===== src/rtl/sbr_consts.svh =====
/*
 * Register offsets, field positions, reset values and timing figures of the
 * setting bank and reset logic.
 * Assumes byte addressing with one aligned 32-bit word per register.
 */
`ifndef SBR_CONSTS_SVH
`define SBR_CONSTS_SVH

// register offsets
`define SBR_OFF_BANK 8'h00
`define SBR_OFF_RESET 8'h04
`define SBR_OFF_AR_CMB 8'h08
`define SBR_OFF_AR_PH 8'h0C
`define SBR_OFF_AR_GND 8'h10
`define SBR_OFF_EXT_A 8'h14
`define SBR_OFF_EXT_B 8'h18
`define SBR_OFF_EXT_C 8'h1C
`define SBR_OFF_HOLD 8'h20
`define SBR_OFF_IRQ_STAT 8'h24
`define SBR_OFF_IRQ_MASK 8'h28
`define SBR_OFF_BANK0 8'h40
`define SBR_OFF_BANK1 8'h60

// setting store window: addr[7:6] selects it, addr[5] the bank, addr[4:2] the word
`define SBR_WIN_SEL 2'h1
`define SBR_SET_WORDS 8

// bank register fields
`define SBR_BANK_SEL_BIT 0
`define SBR_BANK_LOCK_BIT 1
`define SBR_BANK_SOFT_BIT 2
`define SBR_BANK_MAIN 1'h0
`define SBR_BANK_SECOND 1'h1

// reset command fields
`define SBR_RST_UNLATCH_BIT 0
`define SBR_RST_ALL_BIT 1

// external input switchgroup fields
`define SBR_EXT_BANK_BIT 5
`define SBR_EXT_IND_BIT 6
`define SBR_EXT_UNL_BIT 7
`define SBR_EXT_ERASE_BIT 8
`define SBR_EXT_W 9

// initiation mask widths
`define SBR_CMB_W 10
`define SBR_PH_W 6
`define SBR_GND_W 4

// interrupt status fields
`define SBR_IRQ_BANK 0
`define SBR_IRQ_IND 1
`define SBR_IRQ_UNL 2
`define SBR_IRQ_ERASE 3
`define SBR_IRQ_W 4

// reset values
`define SBR_RST_CMB 10'h000
`define SBR_RST_PH 6'h00
`define SBR_RST_GND 4'h0
`define SBR_RST_EXT 9'h000
`define SBR_RST_HOLD 4'h0
`define SBR_RST_SET 16'h0000

// lamp flash half period
`define SBR_FLASH_HALF_MS 250
`define SBR_CLK_KHZ 40000

`endif


===== src/rtl/sbr_pkg.sv =====
/*
 * Types of the setting bank and reset logic.
 * Assumes sbr_consts.svh carries the numeric constants.
 */
package sbr_pkg;
    typedef logic [31:0] sbr_word_t;
    typedef logic [7:0] sbr_addr_t;
    typedef logic [15:0] sbr_set_t;
    typedef logic [2:0] sbr_idx_t;
    typedef enum logic {BTN_IDLE, BTN_HELD} sbr_btn_e;
endpackage


===== src/rtl/sbr_bank_store.sv =====
/*
 * Main and second setting banks held in flip-flops.
 * Assumes the bus side may reach either bank and the panel only the active one.
 */
`include "sbr_consts.svh"

module sbr_bank_store (
    // clock and reset
    input wire logic clk,
    input wire logic sys_rst,
    // bank in use
    input wire logic active_bank,
    // bus side
    input wire logic bus_bank,
    input wire sbr_pkg::sbr_idx_t bus_idx,
    input wire logic bus_wr,
    input wire sbr_pkg::sbr_set_t bus_wdata,
    output sbr_pkg::sbr_set_t bus_rdata,
    // panel side
    input wire sbr_pkg::sbr_idx_t pnl_idx,
    input wire logic pnl_wr,
    input wire sbr_pkg::sbr_set_t pnl_wdata,
    output sbr_pkg::sbr_set_t pnl_rdata
);
    import sbr_pkg::*;

    sbr_set_t mem_q [2][`SBR_SET_WORDS];

    // bus write wins when both hit the same word
    for (genvar b = 0; b < 2; b++) begin : g_bank
        for (genvar i = 0; i < `SBR_SET_WORDS; i++) begin : g_word
            always_ff @(posedge clk) begin
                if (sys_rst) begin
                    mem_q[b][i] <= `SBR_RST_SET;
                end else if (bus_wr && bus_bank == 1'(b) && bus_idx == 3'(i)) begin
                    mem_q[b][i] <= bus_wdata;
                end else if (pnl_wr && active_bank == 1'(b) && pnl_idx == 3'(i)) begin
                    mem_q[b][i] <= pnl_wdata;
                end
            end
        end
    end

    assign bus_rdata = mem_q[bus_bank][bus_idx];
    assign pnl_rdata = mem_q[active_bank][pnl_idx];
endmodule // sbr_bank_store


===== src/rtl/sbr_ctrl.sv =====
/*
 * Reclose initiation, setting bank selection and reset scopes of a feeder
 * protection module, with a plain register port and a level interrupt.
 * Assumes protection stage signals and panel strobes come from logic on clk;
 * external control inputs and panel buttons are pins and get synchronised.
 */
`include "sbr_consts.svh"

module sbr_ctrl #(
    parameter int unsigned FLASH_HALF_CYC = `SBR_FLASH_HALF_MS * `SBR_CLK_KHZ
) (
    // clock and reset
    input wire logic clk,
    input wire logic sys_rst,
    // register port
    input wire sbr_pkg::sbr_addr_t reg_addr,
    input wire sbr_pkg::sbr_word_t reg_wdata,
    input wire logic reg_wr,
    input wire logic reg_rd,
    output sbr_pkg::sbr_word_t reg_rdata,
    output logic irq,
    // protection stage signals
    input wire logic [2:0] oc_start,
    input wire logic [2:0] oc_trip,
    input wire logic [1:0] ef_start,
    input wire logic [1:0] ef_trip,
    input wire logic [3:0] trip_route,
    // reclose initiation and trip outputs
    output logic reclose_init_combined,
    output logic reclose_init_phase,
    output logic reclose_init_ground,
    output logic [3:0] trip_output,
    // external control pins
    input wire logic ext_control_in_a,
    input wire logic ext_control_in_b,
    input wire logic ext_control_in_c,
    // panel buttons and menu
    input wire logic panel_reset_btn,
    input wire logic panel_program_btn,
    input wire logic display_dark,
    input wire logic panel_bank_wr,
    input wire logic panel_bank_val,
    input wire sbr_pkg::sbr_idx_t panel_set_idx,
    input wire logic panel_set_wr,
    input wire sbr_pkg::sbr_set_t panel_set_wdata,
    output sbr_pkg::sbr_set_t panel_set_rdata,
    // bank and reset status
    output logic active_bank,
    output logic setting_lamp_on,
    output logic clear_indicators,
    output logic unlatch_outputs,
    output logic erase_registers
);
    import sbr_pkg::*;

    ////////////////////////////////////////////////////////////////////////////
    // pin synchronisation

    logic [4:0] pins_s;
    logic [2:0] ext_s;
    logic [2:0] ext_prev_q;
    logic rst_btn_s;
    logic prog_btn_s;

    sbr_sync #(
        .W(5)
    ) u_sync (
        .clk(clk),
        .sys_rst(sys_rst),
        .async_in({panel_program_btn, panel_reset_btn, ext_control_in_c, ext_control_in_b, ext_control_in_a}),
        .sync_out(pins_s)
    );

    assign ext_s = pins_s[2:0];
    assign rst_btn_s = pins_s[3];
    assign prog_btn_s = pins_s[4];

    ////////////////////////////////////////////////////////////////////////////
    // register decode

    logic wr_bank;
    logic wr_reset;
    logic wr_stat;
    logic win_hit;

    assign wr_bank = reg_wr && reg_addr == `SBR_OFF_BANK;
    assign wr_reset = reg_wr && reg_addr == `SBR_OFF_RESET;
    assign wr_stat = reg_wr && reg_addr == `SBR_OFF_IRQ_STAT;
    assign win_hit = reg_addr[7:6] == `SBR_WIN_SEL;

    logic [`SBR_CMB_W-1:0] cmb_mask_q;
    logic [`SBR_PH_W-1:0] ph_mask_q;
    logic [`SBR_GND_W-1:0] gnd_mask_q;
    logic [3:0] hold_en_q;
    logic [`SBR_IRQ_W-1:0] irq_mask_q;
    logic [`SBR_EXT_W-1:0] ext_sw_q [3];

    always_ff @(posedge clk) begin
        if (sys_rst) begin
            cmb_mask_q <= `SBR_RST_CMB;
            ph_mask_q <= `SBR_RST_PH;
            gnd_mask_q <= `SBR_RST_GND;
            hold_en_q <= `SBR_RST_HOLD;
            irq_mask_q <= '0;
        end else if (reg_wr) begin
            case (reg_addr)
                `SBR_OFF_AR_CMB: cmb_mask_q <= reg_wdata[`SBR_CMB_W-1:0];
                `SBR_OFF_AR_PH: ph_mask_q <= reg_wdata[`SBR_PH_W-1:0];
                `SBR_OFF_AR_GND: gnd_mask_q <= reg_wdata[`SBR_GND_W-1:0];
                `SBR_OFF_HOLD: hold_en_q <= reg_wdata[3:0];
                `SBR_OFF_IRQ_MASK: irq_mask_q <= reg_wdata[`SBR_IRQ_W-1:0];
                default: ;
            endcase
        end
    end

    ////////////////////////////////////////////////////////////////////////////
    // reclose initiation

    logic [`SBR_CMB_W-1:0] all_sig;

    assign all_sig = {ef_trip, ef_start, oc_trip, oc_start};

    always_ff @(posedge clk) begin
        if (sys_rst) begin
            reclose_init_combined <= 1'b0;
            reclose_init_phase <= 1'b0;
            reclose_init_ground <= 1'b0;
        end else begin
            reclose_init_combined <= |(cmb_mask_q & all_sig);
            reclose_init_phase <= |(ph_mask_q & {oc_trip, oc_start});
            reclose_init_ground <= |(gnd_mask_q & {ef_trip, ef_start});
        end
    end

    ////////////////////////////////////////////////////////////////////////////
    // external control inputs: switchgroups, resets and bank choice

    logic [2:0] ext_bank_en;
    logic [2:0] ext_rise;
    logic [2:0] ext_ind;
    logic [2:0] ext_unl;
    logic [2:0] ext_erase;

    for (genvar k = 0; k < 3; k++) begin : g_ext
        always_ff @(posedge clk) begin
            if (sys_rst) begin
                ext_sw_q[k] <= `SBR_RST_EXT;
            end else if (reg_wr && reg_addr == `SBR_OFF_EXT_A + 8'(4 * k)) begin
                ext_sw_q[k] <= reg_wdata[`SBR_EXT_W-1:0];
            end
        end
        assign ext_bank_en[k] = ext_sw_q[k][`SBR_EXT_BANK_BIT];
        assign ext_rise[k] = ext_s[k] && !ext_prev_q[k];
        assign ext_ind[k] = ext_rise[k] && ext_sw_q[k][`SBR_EXT_IND_BIT];
        assign ext_unl[k] = ext_rise[k] && ext_sw_q[k][`SBR_EXT_UNL_BIT];
        assign ext_erase[k] = ext_rise[k] && ext_sw_q[k][`SBR_EXT_ERASE_BIT];
    end

    always_ff @(posedge clk) begin
        if (sys_rst) begin
            ext_prev_q <= '0;
        end else begin
            ext_prev_q <= ext_s;
        end
    end

    ////////////////////////////////////////////////////////////////////////////
    // panel buttons: scope decided when all buttons are released

    sbr_btn_e btn_q;
    logic saw_rst_q;
    logic saw_prog_q;
    logic dark_q;
    logic btn_ind;
    logic btn_unl;
    logic btn_erase;
    logic btn_release;

    assign btn_release = btn_q == BTN_HELD && !rst_btn_s && !prog_btn_s;

    // acting on release lets a two-button press widen its scope instead of firing twice
    always_ff @(posedge clk) begin
        if (sys_rst) begin
            btn_q <= BTN_IDLE;
            saw_rst_q <= 1'b0;
            saw_prog_q <= 1'b0;
            dark_q <= 1'b0;
        end else begin
            case (btn_q)
                BTN_IDLE: begin
                    if (rst_btn_s || prog_btn_s) begin
                        btn_q <= BTN_HELD;
                        saw_rst_q <= rst_btn_s;
                        saw_prog_q <= prog_btn_s;
                        dark_q <= display_dark;
                    end
                end
                BTN_HELD: begin
                    if (btn_release) begin
                        btn_q <= BTN_IDLE;
                    end else begin
                        saw_rst_q <= saw_rst_q | rst_btn_s;
                        saw_prog_q <= saw_prog_q | prog_btn_s;
                    end
                end
                default: btn_q <= BTN_IDLE;
            endcase
        end
    end

    assign btn_erase = btn_release && saw_rst_q && saw_prog_q;
    assign btn_unl = btn_release && saw_prog_q && !saw_rst_q && dark_q;
    assign btn_ind = btn_release && saw_rst_q && !saw_prog_q;

    ////////////////////////////////////////////////////////////////////////////
    // reset scopes

    logic bus_unl;
    logic bus_all;
    logic do_erase;
    logic do_unl;
    logic do_ind;

    assign bus_unl = wr_reset && reg_wdata[`SBR_RST_UNLATCH_BIT];
    assign bus_all = wr_reset && reg_wdata[`SBR_RST_ALL_BIT];
    // each wider scope includes the narrower ones
    assign do_erase = btn_erase || (|ext_erase) || bus_all;
    assign do_unl = do_erase || btn_unl || (|ext_unl) || bus_unl;
    assign do_ind = do_unl || btn_ind || (|ext_ind);

    always_ff @(posedge clk) begin
        if (sys_rst) begin
            clear_indicators <= 1'b0;
            unlatch_outputs <= 1'b0;
            erase_registers <= 1'b0;
        end else begin
            clear_indicators <= do_ind;
            unlatch_outputs <= do_unl;
            erase_registers <= do_erase;
        end
    end

    ////////////////////////////////////////////////////////////////////////////
    // self-holding trip outputs

    logic [3:0] trip_hold_q;

    // a cause still present keeps its output set through an unlatch
    always_ff @(posedge clk) begin
        if (sys_rst) begin
            trip_hold_q <= '0;
            trip_output <= '0;
        end else begin
            trip_hold_q <= (do_unl ? 4'h0 : trip_hold_q) | (trip_route & hold_en_q);
            trip_output <= trip_route | (do_unl ? 4'h0 : trip_hold_q);
        end
    end

    ////////////////////////////////////////////////////////////////////////////
    // setting bank selection

    logic soft_bank_q;
    logic ext_locked;
    logic ext_level;
    logic bank_d;

    assign ext_locked = |ext_bank_en;
    assign ext_level = |(ext_bank_en & ext_s);

    always_ff @(posedge clk) begin
        if (sys_rst) begin
            soft_bank_q <= `SBR_BANK_MAIN;
        end else if (!ext_locked) begin
            if (wr_bank) begin
                soft_bank_q <= reg_wdata[`SBR_BANK_SEL_BIT];
            end else if (panel_bank_wr) begin
                soft_bank_q <= panel_bank_val ? `SBR_BANK_SECOND : `SBR_BANK_MAIN;
            end
        end
    end

    assign bank_d = ext_locked ? ext_level : soft_bank_q;

    always_ff @(posedge clk) begin
        if (sys_rst) begin
            active_bank <= `SBR_BANK_MAIN;
        end else begin
            active_bank <= bank_d;
        end
    end

    // lamp flashing
    logic [23:0] flash_cnt_q;
    logic flash_ph_q;

    always_ff @(posedge clk) begin
        if (sys_rst) begin
            flash_cnt_q <= '0;
            flash_ph_q <= 1'b0;
        end else if (flash_cnt_q == 24'(FLASH_HALF_CYC - 1)) begin
            flash_cnt_q <= '0;
            flash_ph_q <= !flash_ph_q;
        end else begin
            flash_cnt_q <= flash_cnt_q + 24'h000001;
        end
    end

    always_ff @(posedge clk) begin
        if (sys_rst) begin
            setting_lamp_on <= 1'b1;
        end else begin
            setting_lamp_on <= active_bank == `SBR_BANK_SECOND ? flash_ph_q : 1'b1;
        end
    end

    ////////////////////////////////////////////////////////////////////////////
    // setting store

    sbr_set_t bus_set_rdata;
    sbr_set_t pnl_rdata;

    sbr_bank_store u_store (
        .clk(clk),
        .sys_rst(sys_rst),
        .active_bank(active_bank),
        .bus_bank(reg_addr[5]),
        .bus_idx(reg_addr[4:2]),
        .bus_wr(reg_wr && win_hit),
        .bus_wdata(reg_wdata[15:0]),
        .bus_rdata(bus_set_rdata),
        .pnl_idx(panel_set_idx),
        .pnl_wr(panel_set_wr),
        .pnl_wdata(panel_set_wdata),
        .pnl_rdata(pnl_rdata)
    );

    always_ff @(posedge clk) begin
        if (sys_rst) begin
            panel_set_rdata <= `SBR_RST_SET;
        end else begin
            panel_set_rdata <= pnl_rdata;
        end
    end

    ////////////////////////////////////////////////////////////////////////////
    // interrupt status

    logic [`SBR_IRQ_W-1:0] irq_stat_q;
    logic [`SBR_IRQ_W-1:0] irq_evt;

    assign irq_evt = {do_erase, do_unl, do_ind, bank_d != active_bank};

    // a new event in the clearing cycle survives the write-one-to-clear
    always_ff @(posedge clk) begin
        if (sys_rst) begin
            irq_stat_q <= '0;
        end else begin
            irq_stat_q <= (irq_stat_q & ~(wr_stat ? reg_wdata[`SBR_IRQ_W-1:0] : 4'h0)) | irq_evt;
        end
    end

    assign irq = |(irq_stat_q & irq_mask_q);

    ////////////////////////////////////////////////////////////////////////////
    // read data, valid only in the cycle after the read strobe

    sbr_word_t rd_d;

    always_comb begin
        rd_d = '0;
        if (win_hit) begin
            rd_d = {16'h0000, bus_set_rdata};
        end else begin
            case (reg_addr)
                `SBR_OFF_BANK: rd_d = {29'h00000000, soft_bank_q, ext_locked, active_bank};
                `SBR_OFF_AR_CMB: rd_d = {22'h000000, cmb_mask_q};
                `SBR_OFF_AR_PH: rd_d = {26'h0000000, ph_mask_q};
                `SBR_OFF_AR_GND: rd_d = {28'h0000000, gnd_mask_q};
                `SBR_OFF_EXT_A: rd_d = {23'h000000, ext_sw_q[0]};
                `SBR_OFF_EXT_B: rd_d = {23'h000000, ext_sw_q[1]};
                `SBR_OFF_EXT_C: rd_d = {23'h000000, ext_sw_q[2]};
                `SBR_OFF_HOLD: rd_d = {28'h0000000, hold_en_q};
                `SBR_OFF_IRQ_STAT: rd_d = {28'h0000000, irq_stat_q};
                `SBR_OFF_IRQ_MASK: rd_d = {28'h0000000, irq_mask_q};
                default: rd_d = '0;
            endcase
        end
    end

    always_ff @(posedge clk) begin
        if (sys_rst) begin
            reg_rdata <= '0;
        end else begin
            reg_rdata <= reg_rd ? rd_d : 32'h00000000;
        end
    end
endmodule // sbr_ctrl


===== src/rtl/sbr_sync.sv =====
/*
 * Two-flop synchroniser for a group of pin inputs.
 * Assumes the inputs are asynchronous to clk.
 */
module sbr_sync #(
    parameter int W = 5
) (
    // clock and reset
    input wire logic clk,
    input wire logic sys_rst,
    // pins and synchronised levels
    input wire logic [W-1:0] async_in,
    output logic [W-1:0] sync_out
);
    logic [W-1:0] meta_q;

    always_ff @(posedge clk) begin
        if (sys_rst) begin
            meta_q <= '0;
            sync_out <= '0;
        end else begin
            meta_q <= async_in;
            sync_out <= meta_q;
        end
    end
endmodule // sbr_sync

===== config.mk =====
export PLATFORM = sky130hd
export DESIGN_NAME = sbr_ctrl
export DESIGN_NICKNAME = d
export VERILOG_FILES = /design/src/rtl/sbr_pkg.sv /design/src/rtl/sbr_bank_store.sv /design/src/rtl/sbr_ctrl.sv /design/src/rtl/sbr_sync.sv
export VERILOG_INCLUDE_DIRS = /design/src /design/src/rtl
export SDC_FILE = /design/constraint.sdc
export NUM_CORES = 1
export LEC_CHECK = 0
export ABC_AREA = 1
export BUFFER_PORTS_ARGS = -buffer_cell sky130_fd_sc_hd__buf_2
export CAP_MARGIN = 40
export CORE_MARGIN = 2
export CORE_UTILIZATION = 55
export CTS_CLUSTER_SIZE = 10
export DETAILED_ROUTE_END_ITERATION = 8
export PLACE_DENSITY = 0.73
export SETUP_SLACK_MARGIN = 0.3
export SKIP_CTS_REPAIR_TIMING = 1
export SLEW_MARGIN = 5
export SYNTH_ARGS = -nofsm -noshare
export SYNTH_HDL_FRONTEND = slang
export SYNTH_SLANG_ARGS = --single-unit

===== constraint.sdc =====
create_clock -name clk -period 3.3 [get_ports clk]
set_input_delay 0 -clock clk [delete_from_list [all_inputs] [get_ports clk]]
set_output_delay 0 -clock clk [all_outputs]
set_load 0.02 [all_outputs]

==> results.md, run 1 <==
* Post-DRT Antenna Nets at 0
* Final Setup Violations at 0
* Mean Syn Cell Area at 8.376 um^2
* Fill cells at 3285
* Post-synthesis simple-gate area fraction at 22.36%
* P_sw at 3129 uW
* Crit Reg-Reg Startpoint: ext_sw_q[1][5]$_SDFFCE_PN0P_
* Initial Util at 55.40%
* Sink Count at 406
* CP Max Fanout at 4
* Unrepaired setup endpoints after global routing: no
* Status: complete, no violations
* VDD IR-drop max at 0.4417 mV
* Pwr dens at 499.5 mW/mm^2
* Sequential-to-total area share from yosys stat at 51.56%
* Reg2reg end: soft_bank_q$_SDFFE_PP0P_
* Startpoint Class: flop
* First-pass GRT wire length at 112.0 mm
* Worst-margin pin slew at 923.8 ps
* Antenna violations before repair at 5
* IO buf count at 114
* Synthesized flop and latch total at 406
* Area of the multi-input gates at 0.008640 mm^2
* Setup TNS at 0 ps
* I/O pin cnt at 147
* Num CTS Buffers at 47
* Slowest CP cell: nor3_1
* Worst hold path type: in2reg
* Vias in the first global route at 19280
* Hold path depth at 6
* H-Tree Depth at 2
* Via-per-instance ratio at 6.374
* Commonest non-fill, non-tap cell in the layout: nand2_1
* Syn Inst Count at 2538
* Largest family of logic cells by synthesized area: simple AND/OR/NAND/NOR gates
* Compound-cell area share of the yosys netlist at 17.57%
* Drt pass-1 iters at 6
* Post-Synth Adder-Cell Area at 0.05885%
* Die area at 0.04024 mm^2
* DRC errors left at 0
* Max stage delay on crit path at 670 ps
* Final Critical Period at 2601 ps
* WS Path Type: reg2reg
* Worst-skew pair later-pin latency at 580 ps
* Routed len/inst at 23.67 um
* Routed wire length at 75.41 mm
* Total power at 11940 uW
* First DRT Iteration DRCs at 2951
* Area growth, synth to finish at 12.39%
* Logic pwr share at 10.8%
* Post-synth cell types at 48
* Internal at 8807 uW
* Power share of the sequential group at 48.0%
* Seq. cell area at 0.01096 mm^2
* R2r setup slk at 700 ps
* Static leakage at 0.009361 uW
* Post-DP HPWL at 48.07 mm
* Mux cell area share after synthesis at 0%
* Synth Area in XOR/XNOR at 0.3296%
* Root buffer cell: clkbuf_16
* Mapped Area at 0.02126 mm^2
* Worst Hold End: cmb_mask_q[6]$_SDFFE_PP0P_
* DIE HEIGHT at 200.6 um
* GRT Resource Usage Total at 36.58%
* GRT Residual Overflow at 0
* DIE WIDTH at 200.6 um
* R2R depth at 6
* Sw frac at 26.21%
* Clock power frac at 41.2%
* Worst EP arrival at 3070 ps
* CTS tree: built
* Critical path capture point type: flop
* Required time of the critical path at 3770 ps
* Share of layout cells above drive strength 1 at 11.67%
* Hold_sp: reg_addr[1]
* Placeable Area at 0.03838 mm^2
* Headroom to the max-slew limit at 38.34%
* Yosys warning total at 0
* Top achievable clock speed at 0.3844 GHz
* Max_cap viols at 0
* CP dominant cell by count: dlygate4sd3_1
* CTS Buffer Depth at 3
* Largest net degree at the start of global routing at 76
* Fin crit share at 78.83%
* Endpoints failing hold at 0
* Max Slew Vio Count at 0
* CP cell instances: nor3_1 > nand2_1 > o21ai_1 > dlygate4sd3_1 > nor2_1 > dlygate4sd3_1
* Via count at 20310
* Commonest non-fill, non-tap cells in the layout: nand2_1 (490), nor2_1 (359), edfxtp_1 (283)
* Worst Skew at 13.05 ps
* NumNets Final at 2716
* Worst-path clk slew at 60 ps
* Final RePlAce weighted congestion at 0.9645
* Rows at 72
==> Yosys cell counts, drive strengths merged <==
| master | n | area, um^2 |
|---|---|---|
| a211oi | 6 | 45.04 |
| a21boi | 1 | 7.510 |
| a21oi | 124 | 631.9 |
| a221oi | 3 | 26.28 |
| a31oi | 1 | 6.260 |
| a41oi | 1 | 8.760 |
| and2 | 1 | 6.260 |
| buf | 100 | 640.6 |
| clkbuf | 89 | 334.1 |
| clkinv | 8 | 32.53 |
| conb | 1 | 3.750 |
| dfxtp | 123 | 2462 |
| edfxtp | 283 | 8498 |
| ha | 1 | 12.51 |
| inv | 190 | 715.7 |
| nand2 | 499 | 1906 |
| nand3 | 159 | 935.9 |
| nand3b | 6 | 45.04 |
| nand4 | 17 | 137.6 |
| nor2 | 381 | 1508 |
| nor3 | 29 | 161.4 |
| nor3b | 3 | 22.52 |
| nor4 | 1 | 6.260 |
| o2111ai | 21 | 183.9 |
| o211ai | 48 | 360.4 |
| o21a | 1 | 7.510 |
| o21ai | 180 | 900.9 |
| o22ai | 249 | 1558 |
| or2 | 4 | 25.02 |
| xnor2 | 1 | 8.760 |
| xor2 | 7 | 61.31 |
==> final cells by class <==
type,instances,area share (%)
Clock buffer,86,5.881
Antenna cell,2,0.02095
Timing Repair Buffer,216,6.205
Multi-Input combinational cell,1760,36.16
Inverter,198,3.137
Tap cell,518,2.712
Sequential cell,406,45.89
==> how the worst max path moves through the flow <==
stage                                       from                              end  slack (ps)  cells after the start
floorplan                 active_bank$_SDFF_PP0_   u_store.mem_q[0][80]$_DFFE_PP_        1230                      6
global placement                     reg_addr[2]   u_store.mem_q[1][58]$_DFFE_PP_         950                      8
detailed placement                   reg_addr[2]   u_store.mem_q[1][48]$_DFFE_PP_         840                      8
CTS                       active_bank$_SDFF_PP0_  u_store.mem_q[0][110]$_DFFE_PP_         970                      6
global route        ext_sw_q[1][5]$_SDFFCE_PN0P_         soft_bank_q$_SDFFE_PP0P_         620                      6
finish              ext_sw_q[1][5]$_SDFFCE_PN0P_         soft_bank_q$_SDFFE_PP0P_         700                      6
==> power groups by stage <==
| stage | clock network, uW | registers (uW) | logic, uW |
|---|---|---|---|
| global route | 5120 | 5750 | 1350 |
| detailed placement | 0 | 5830 | 1200 |
| finish | 4920 | 5730 | 1290 |
| floorplan | 0 | 5840 | 725 |
| CTS | 4930 | 5730 | 1210 |
| global placement | 0 | 5830 | 1170 |
==> registers in the layout, indices dropped and copies added (netlist names), 3 cells and up <==
signal	cells
ext_prev_q	3
ext_sw_q	27
trip_hold_q	4
gnd_mask_q	4
flash_cnt_q	24
reg_rdata	16
hold_en_q	4
ph_mask_q	6
irq_stat_q	4
u_sync.meta_q	5
panel_set_rdata	16
irq_mask_q	4
u_sync.sync_out	5
trip_output	4
cmb_mask_q	10
u_store.mem_q	256
==> worst max-delay path: cells and delay by family (launching register included) <==
kind / cells / cell delay [ps]
simple gates: 3 / 820
buf+inv: 2 / 1110
compound gates: 1 / 140
flops: 1 / 420
==> per-stage QoR <==
stage / hold slack, ps / utilization (%) / std cells / setup slack [ps] / instance area [um^2]
floorplan: 107.0 / - / 2553 / 1230 / 21320
global placement: 198.4 / 57.38 / 3056 / 947.8 / 22020
detailed placement: 204.6 / 57.64 / 3062 / 841.5 / 22120
CTS: -387.4 / 61.30 / 3148 / 972.6 / 23520
global route: 110.7 / 62.25 / 3184 / 619.1 / 23890
finish: 75.98 / 62.26 / 3186 / 698.5 / 23890
==> logic make-up after synthesis <==
| family | count (synthesis) |
|---|---|
| XOR/XNOR | 8 |
| buffers and inverters | 387 |
| AND/OR/NAND/NOR | 1100 |
| other | 1 |
| flip-flops | 406 |
| AO/OA/AOI/OAI | 635 |
| adder cells (fa/ha/maj) | 1 |
==> routing by layer <==
layer | wire length (um) | share of wire [%] | vias to the layer above | global-route usage (%)
met2 | 33290 | 44 | 1542 | 56.56
met4 | 5438 | 7.2 | 6 | 24.58
met5 | 34 | 0.045 | - | 0
met1 | 26990 | 36 | 9373 | 46.38
li1 | - | - | 9030 | -
met3 | 9658 | 13 | 358 | 7.955
(Power assumes the default switching activity.)
==> run 2: changes to the inputs <==
--- a/config.mk
+++ b/config.mk
@@ -13,7 +13,7 @@
 export CORE_UTILIZATION = 55
 export CTS_CLUSTER_SIZE = 10
 export DETAILED_ROUTE_END_ITERATION = 8
-export PLACE_DENSITY = 0.73
+export PLACE_DENSITY = 0.76
 export SETUP_SLACK_MARGIN = 0.3
 export SKIP_CTS_REPAIR_TIMING = 1
 export SLEW_MARGIN = 5
==> constraint.sdc (replaced) <==
create_clock -name clk -period 2.2 [get_ports clk]
set_input_delay 0 -clock clk [delete_from_list [all_inputs] [get_ports clk]]
set_output_delay 0 -clock clk [all_outputs]
set_load 0.02 [all_outputs]
==> results.md, run 2 (synthesized netlist as in run 1, its figures left out) <==
* Status: finished, violations left
* Worst Hold End: irq_stat_q[1]$_SDFF_PP0_
* Required time of the critical path at 2700 ps (-1070 ps)
* Via count at 20390 (+0.39%)
* CP Max Fanout at 116 (+112)
* CTS Buffer Depth at 3 (unchanged)
* Antenna violations before repair at 3 (-2)
* Die area at 0.04024 mm^2 (unchanged)
* CTS tree: built
* Top achievable clock speed at 0.5544 GHz (+44%)
* Placeable Area at 0.03838 mm^2 (unchanged)
* Worst Skew at 13.31 ps (+0.2612 ps)
* GRT Residual Overflow at 0 (unchanged)
* Endpoints failing hold at 4 (+4)
* CP cell instances: clkinv_2 > buf_12 > o21ai_0 > o2111ai_1 > nor2_1 > nor2_1
* Post-DP Area at 0.02244 mm^2 (+1.4%)
* Worst-margin pin slew at 893.6 ps (-30.18 ps)
* Final Setup Violations at 0 (unchanged)
* Final RePlAce weighted congestion at 0.9843 (+2.1%)
* Drt pass-1 iters at 9 (+3)
* Worst hold path type: in2reg
* Fin crit share at 81.99% (+3.2 points)
* Rows at 72 (unchanged)
* WS Path Type: reg2reg
* DRC errors left at 0 (unchanged)
* Worst-path clk slew at 60 ps (about the same)
* Commonest non-fill, non-tap cell in the layout: nand2_1
* Final Critical Period at 1804 ps (-797.8 ps)
* Max stage delay on crit path at 420 ps (-250 ps)
* Final Cell Area at 0.02419 mm^2 (+1.2%)
* Slowest CP cell: buf_12
* GRT Resource Usage Total at 35.40% (-1.2 points)
* Worst EP arrival at 2300 ps (-770 ps)
* Biggest register: u_store.mem_q
* Critical path origin: active_bank$_SDFF_PP0_
* First DRT Iteration DRCs at 2694 (-8.7%)
* Crit Reg-Reg Startpoint: active_bank$_SDFF_PP0_
* Commonest non-fill, non-tap cells in the layout: nand2_1 (484), nor2_1 (358), edfxtp_1 (283)
* NumNets Final at 2743 (+0.99%)
* Unrepaired setup endpoints after global routing: yes
* Routed wire length at 73.63 mm (-2.4%)
* Sink Count at 406 (unchanged)
* Worst Hold Margin at -32.98 ps (-109.0 ps)
* Critical path capture point type: flop
* Top cell family by delay on the critical path: compound AO/OA/AOI/OAI gates
* IO buf count at 114 (unchanged)
* Static leakage at 0.009509 uW (+1.6%)
* First-pass GRT wire length at 108.8 mm (-2.9%)
* Share of layout cells above drive strength 1 at 12.85% (+1.2 points)
* Failing checks: hold timing
* DIE HEIGHT at 200.6 um (unchanged)
* R2r setup slk at 400 ps (-300 ps)
* Final core utilization at 63.03% (+0.77 points)
* Area growth, synth to finish at 13.78%
* Fill cells at 3218 (-2.0%)
* Post-DRT Antenna Nets at 0 (unchanged)
* DIE WIDTH at 200.6 um (unchanged)
* Hold path depth at 4 (-2)
* H-Tree Depth at 2 (unchanged)
* Post-DP HPWL at 48.68 mm (+1.3%)
* Setup TNS at 0 ps (unchanged)
* Max Slew Vio Count at 0 (unchanged)
* Startpoint Class: flop
* Vias in the first global route at 19130 (-0.77%)
* Largest net degree at the start of global routing at 117 (+54%)
* R2R depth at 6 (unchanged)
* Hold_sp: reg_wr
* Via-per-instance ratio at 6.347 (-0.42%)
* Max_cap viols at 0 (unchanged)
* Buf+Inv Stages, Crit Path at 2 (unchanged)
* Pwr dens at 737.2 mW/mm^2 (+48%)
* Root buffer cell: clkbuf_16
* I/O pin cnt at 147 (unchanged)
* Routed len/inst at 22.92 um (-3.2%)
* VDD IR-drop max at 0.5850 mV (+32%)
* CP dominant cell by count: nor2_1
* Num CTS Buffers at 47 (unchanged)
* Headroom to the max-slew limit at 40.36% (+2.0 points)
* Initial Util at 55.40% (unchanged)
* Worst-skew pair later-pin latency at 590 ps (about the same)
* Max FFs per register at 256 (unchanged)
* Biggest regs: u_store.mem_q x256, ext_sw_q x27, flash_cnt_q x24
* Reg2reg end: panel_set_rdata[0]$_SDFF_PP0_
## run 2: changes by cell type in the layout (fill, tap and decap cells not counted), sizes merged
cell	before	now
diode	2	1
clkinv	8	9
clkbuf	86	85
buf	181	209
dlygate4sd3	35	34
## run 2: per-layer routing
metal	GRT usage, %	wire length [um]	vias up
li1	-	-	9087
met1	45.31	26930	9505
met2	55.92	33300	1499
met3	7.971	9166	295
met4	19.76	4223	2
met5	0	7	-
## run 2: cell type report
| class | count | area (um^2) | share of cell area (%) |
|---|---|---|---|
| well taps | 518 | 648.1 | 2.679 |
| flip-flops and latches | 406 | 10960 | 45.33 |
| repair buffers | 243 | 1765 | 7.299 |
| multi-input cells | 1760 | 8672 | 35.85 |
| inverters | 198 | 749.5 | 3.098 |
| clock inverters | 1 | 5.005 | 0.02069 |
| clock buffers | 85 | 1381 | 5.711 |
| diodes | 1 | 2.502 | 0.01035 |
## run 2: metrics by stage
stage | total power, uW | setup WS [ps] | instances | hold slack, ps
after floorplan | 9846 | 189.0 | 2553 | 107.0
after global placement | 10540 | 332.3 | 3091 | 204.2
after detailed placement | 10580 | 287.0 | 3091 | 207.3
after CTS | 17720 | 331.4 | 3177 | -391.6
after global routing | 18250 | 269.1 | 3212 | -0.04879
final | 17830 | 396.3 | 3212 | -32.98
## run 2: worst max-delay path by stage
stage	endpoint	cells after the start
final	panel_set_rdata[0]$_SDFF_PP0_	6
after global routing	flash_cnt_q[17]$_SDFF_PP0_	8
after CTS	u_store.mem_q[0][93]$_DFFE_PP_	4
after detailed placement	u_store.mem_q[1][88]$_DFFE_PP_	9
after global placement	reg_rdata[4]$_SDFF_PP0_	10
after floorplan	u_store.mem_q[1][0]$_DFFE_PP_	5
## run 2: report_power, final
part,internal [uW],switching [uW],leakage (uW)
clock network,4200,3080,0.000662
registers,8460,155,0.00393
logic,529,1410,0.00491
total,13200,4650,0.00951
## run 2: worst register-to-register path, delay by kind of cell (launching register included)
kind | cells | cell delay (ps)
AOI/OAI and AO/OA | 2 | 620
buffers and inverters | 2 | 500
and+or+nand+nor | 2 | 230
DFF | 1 | 380
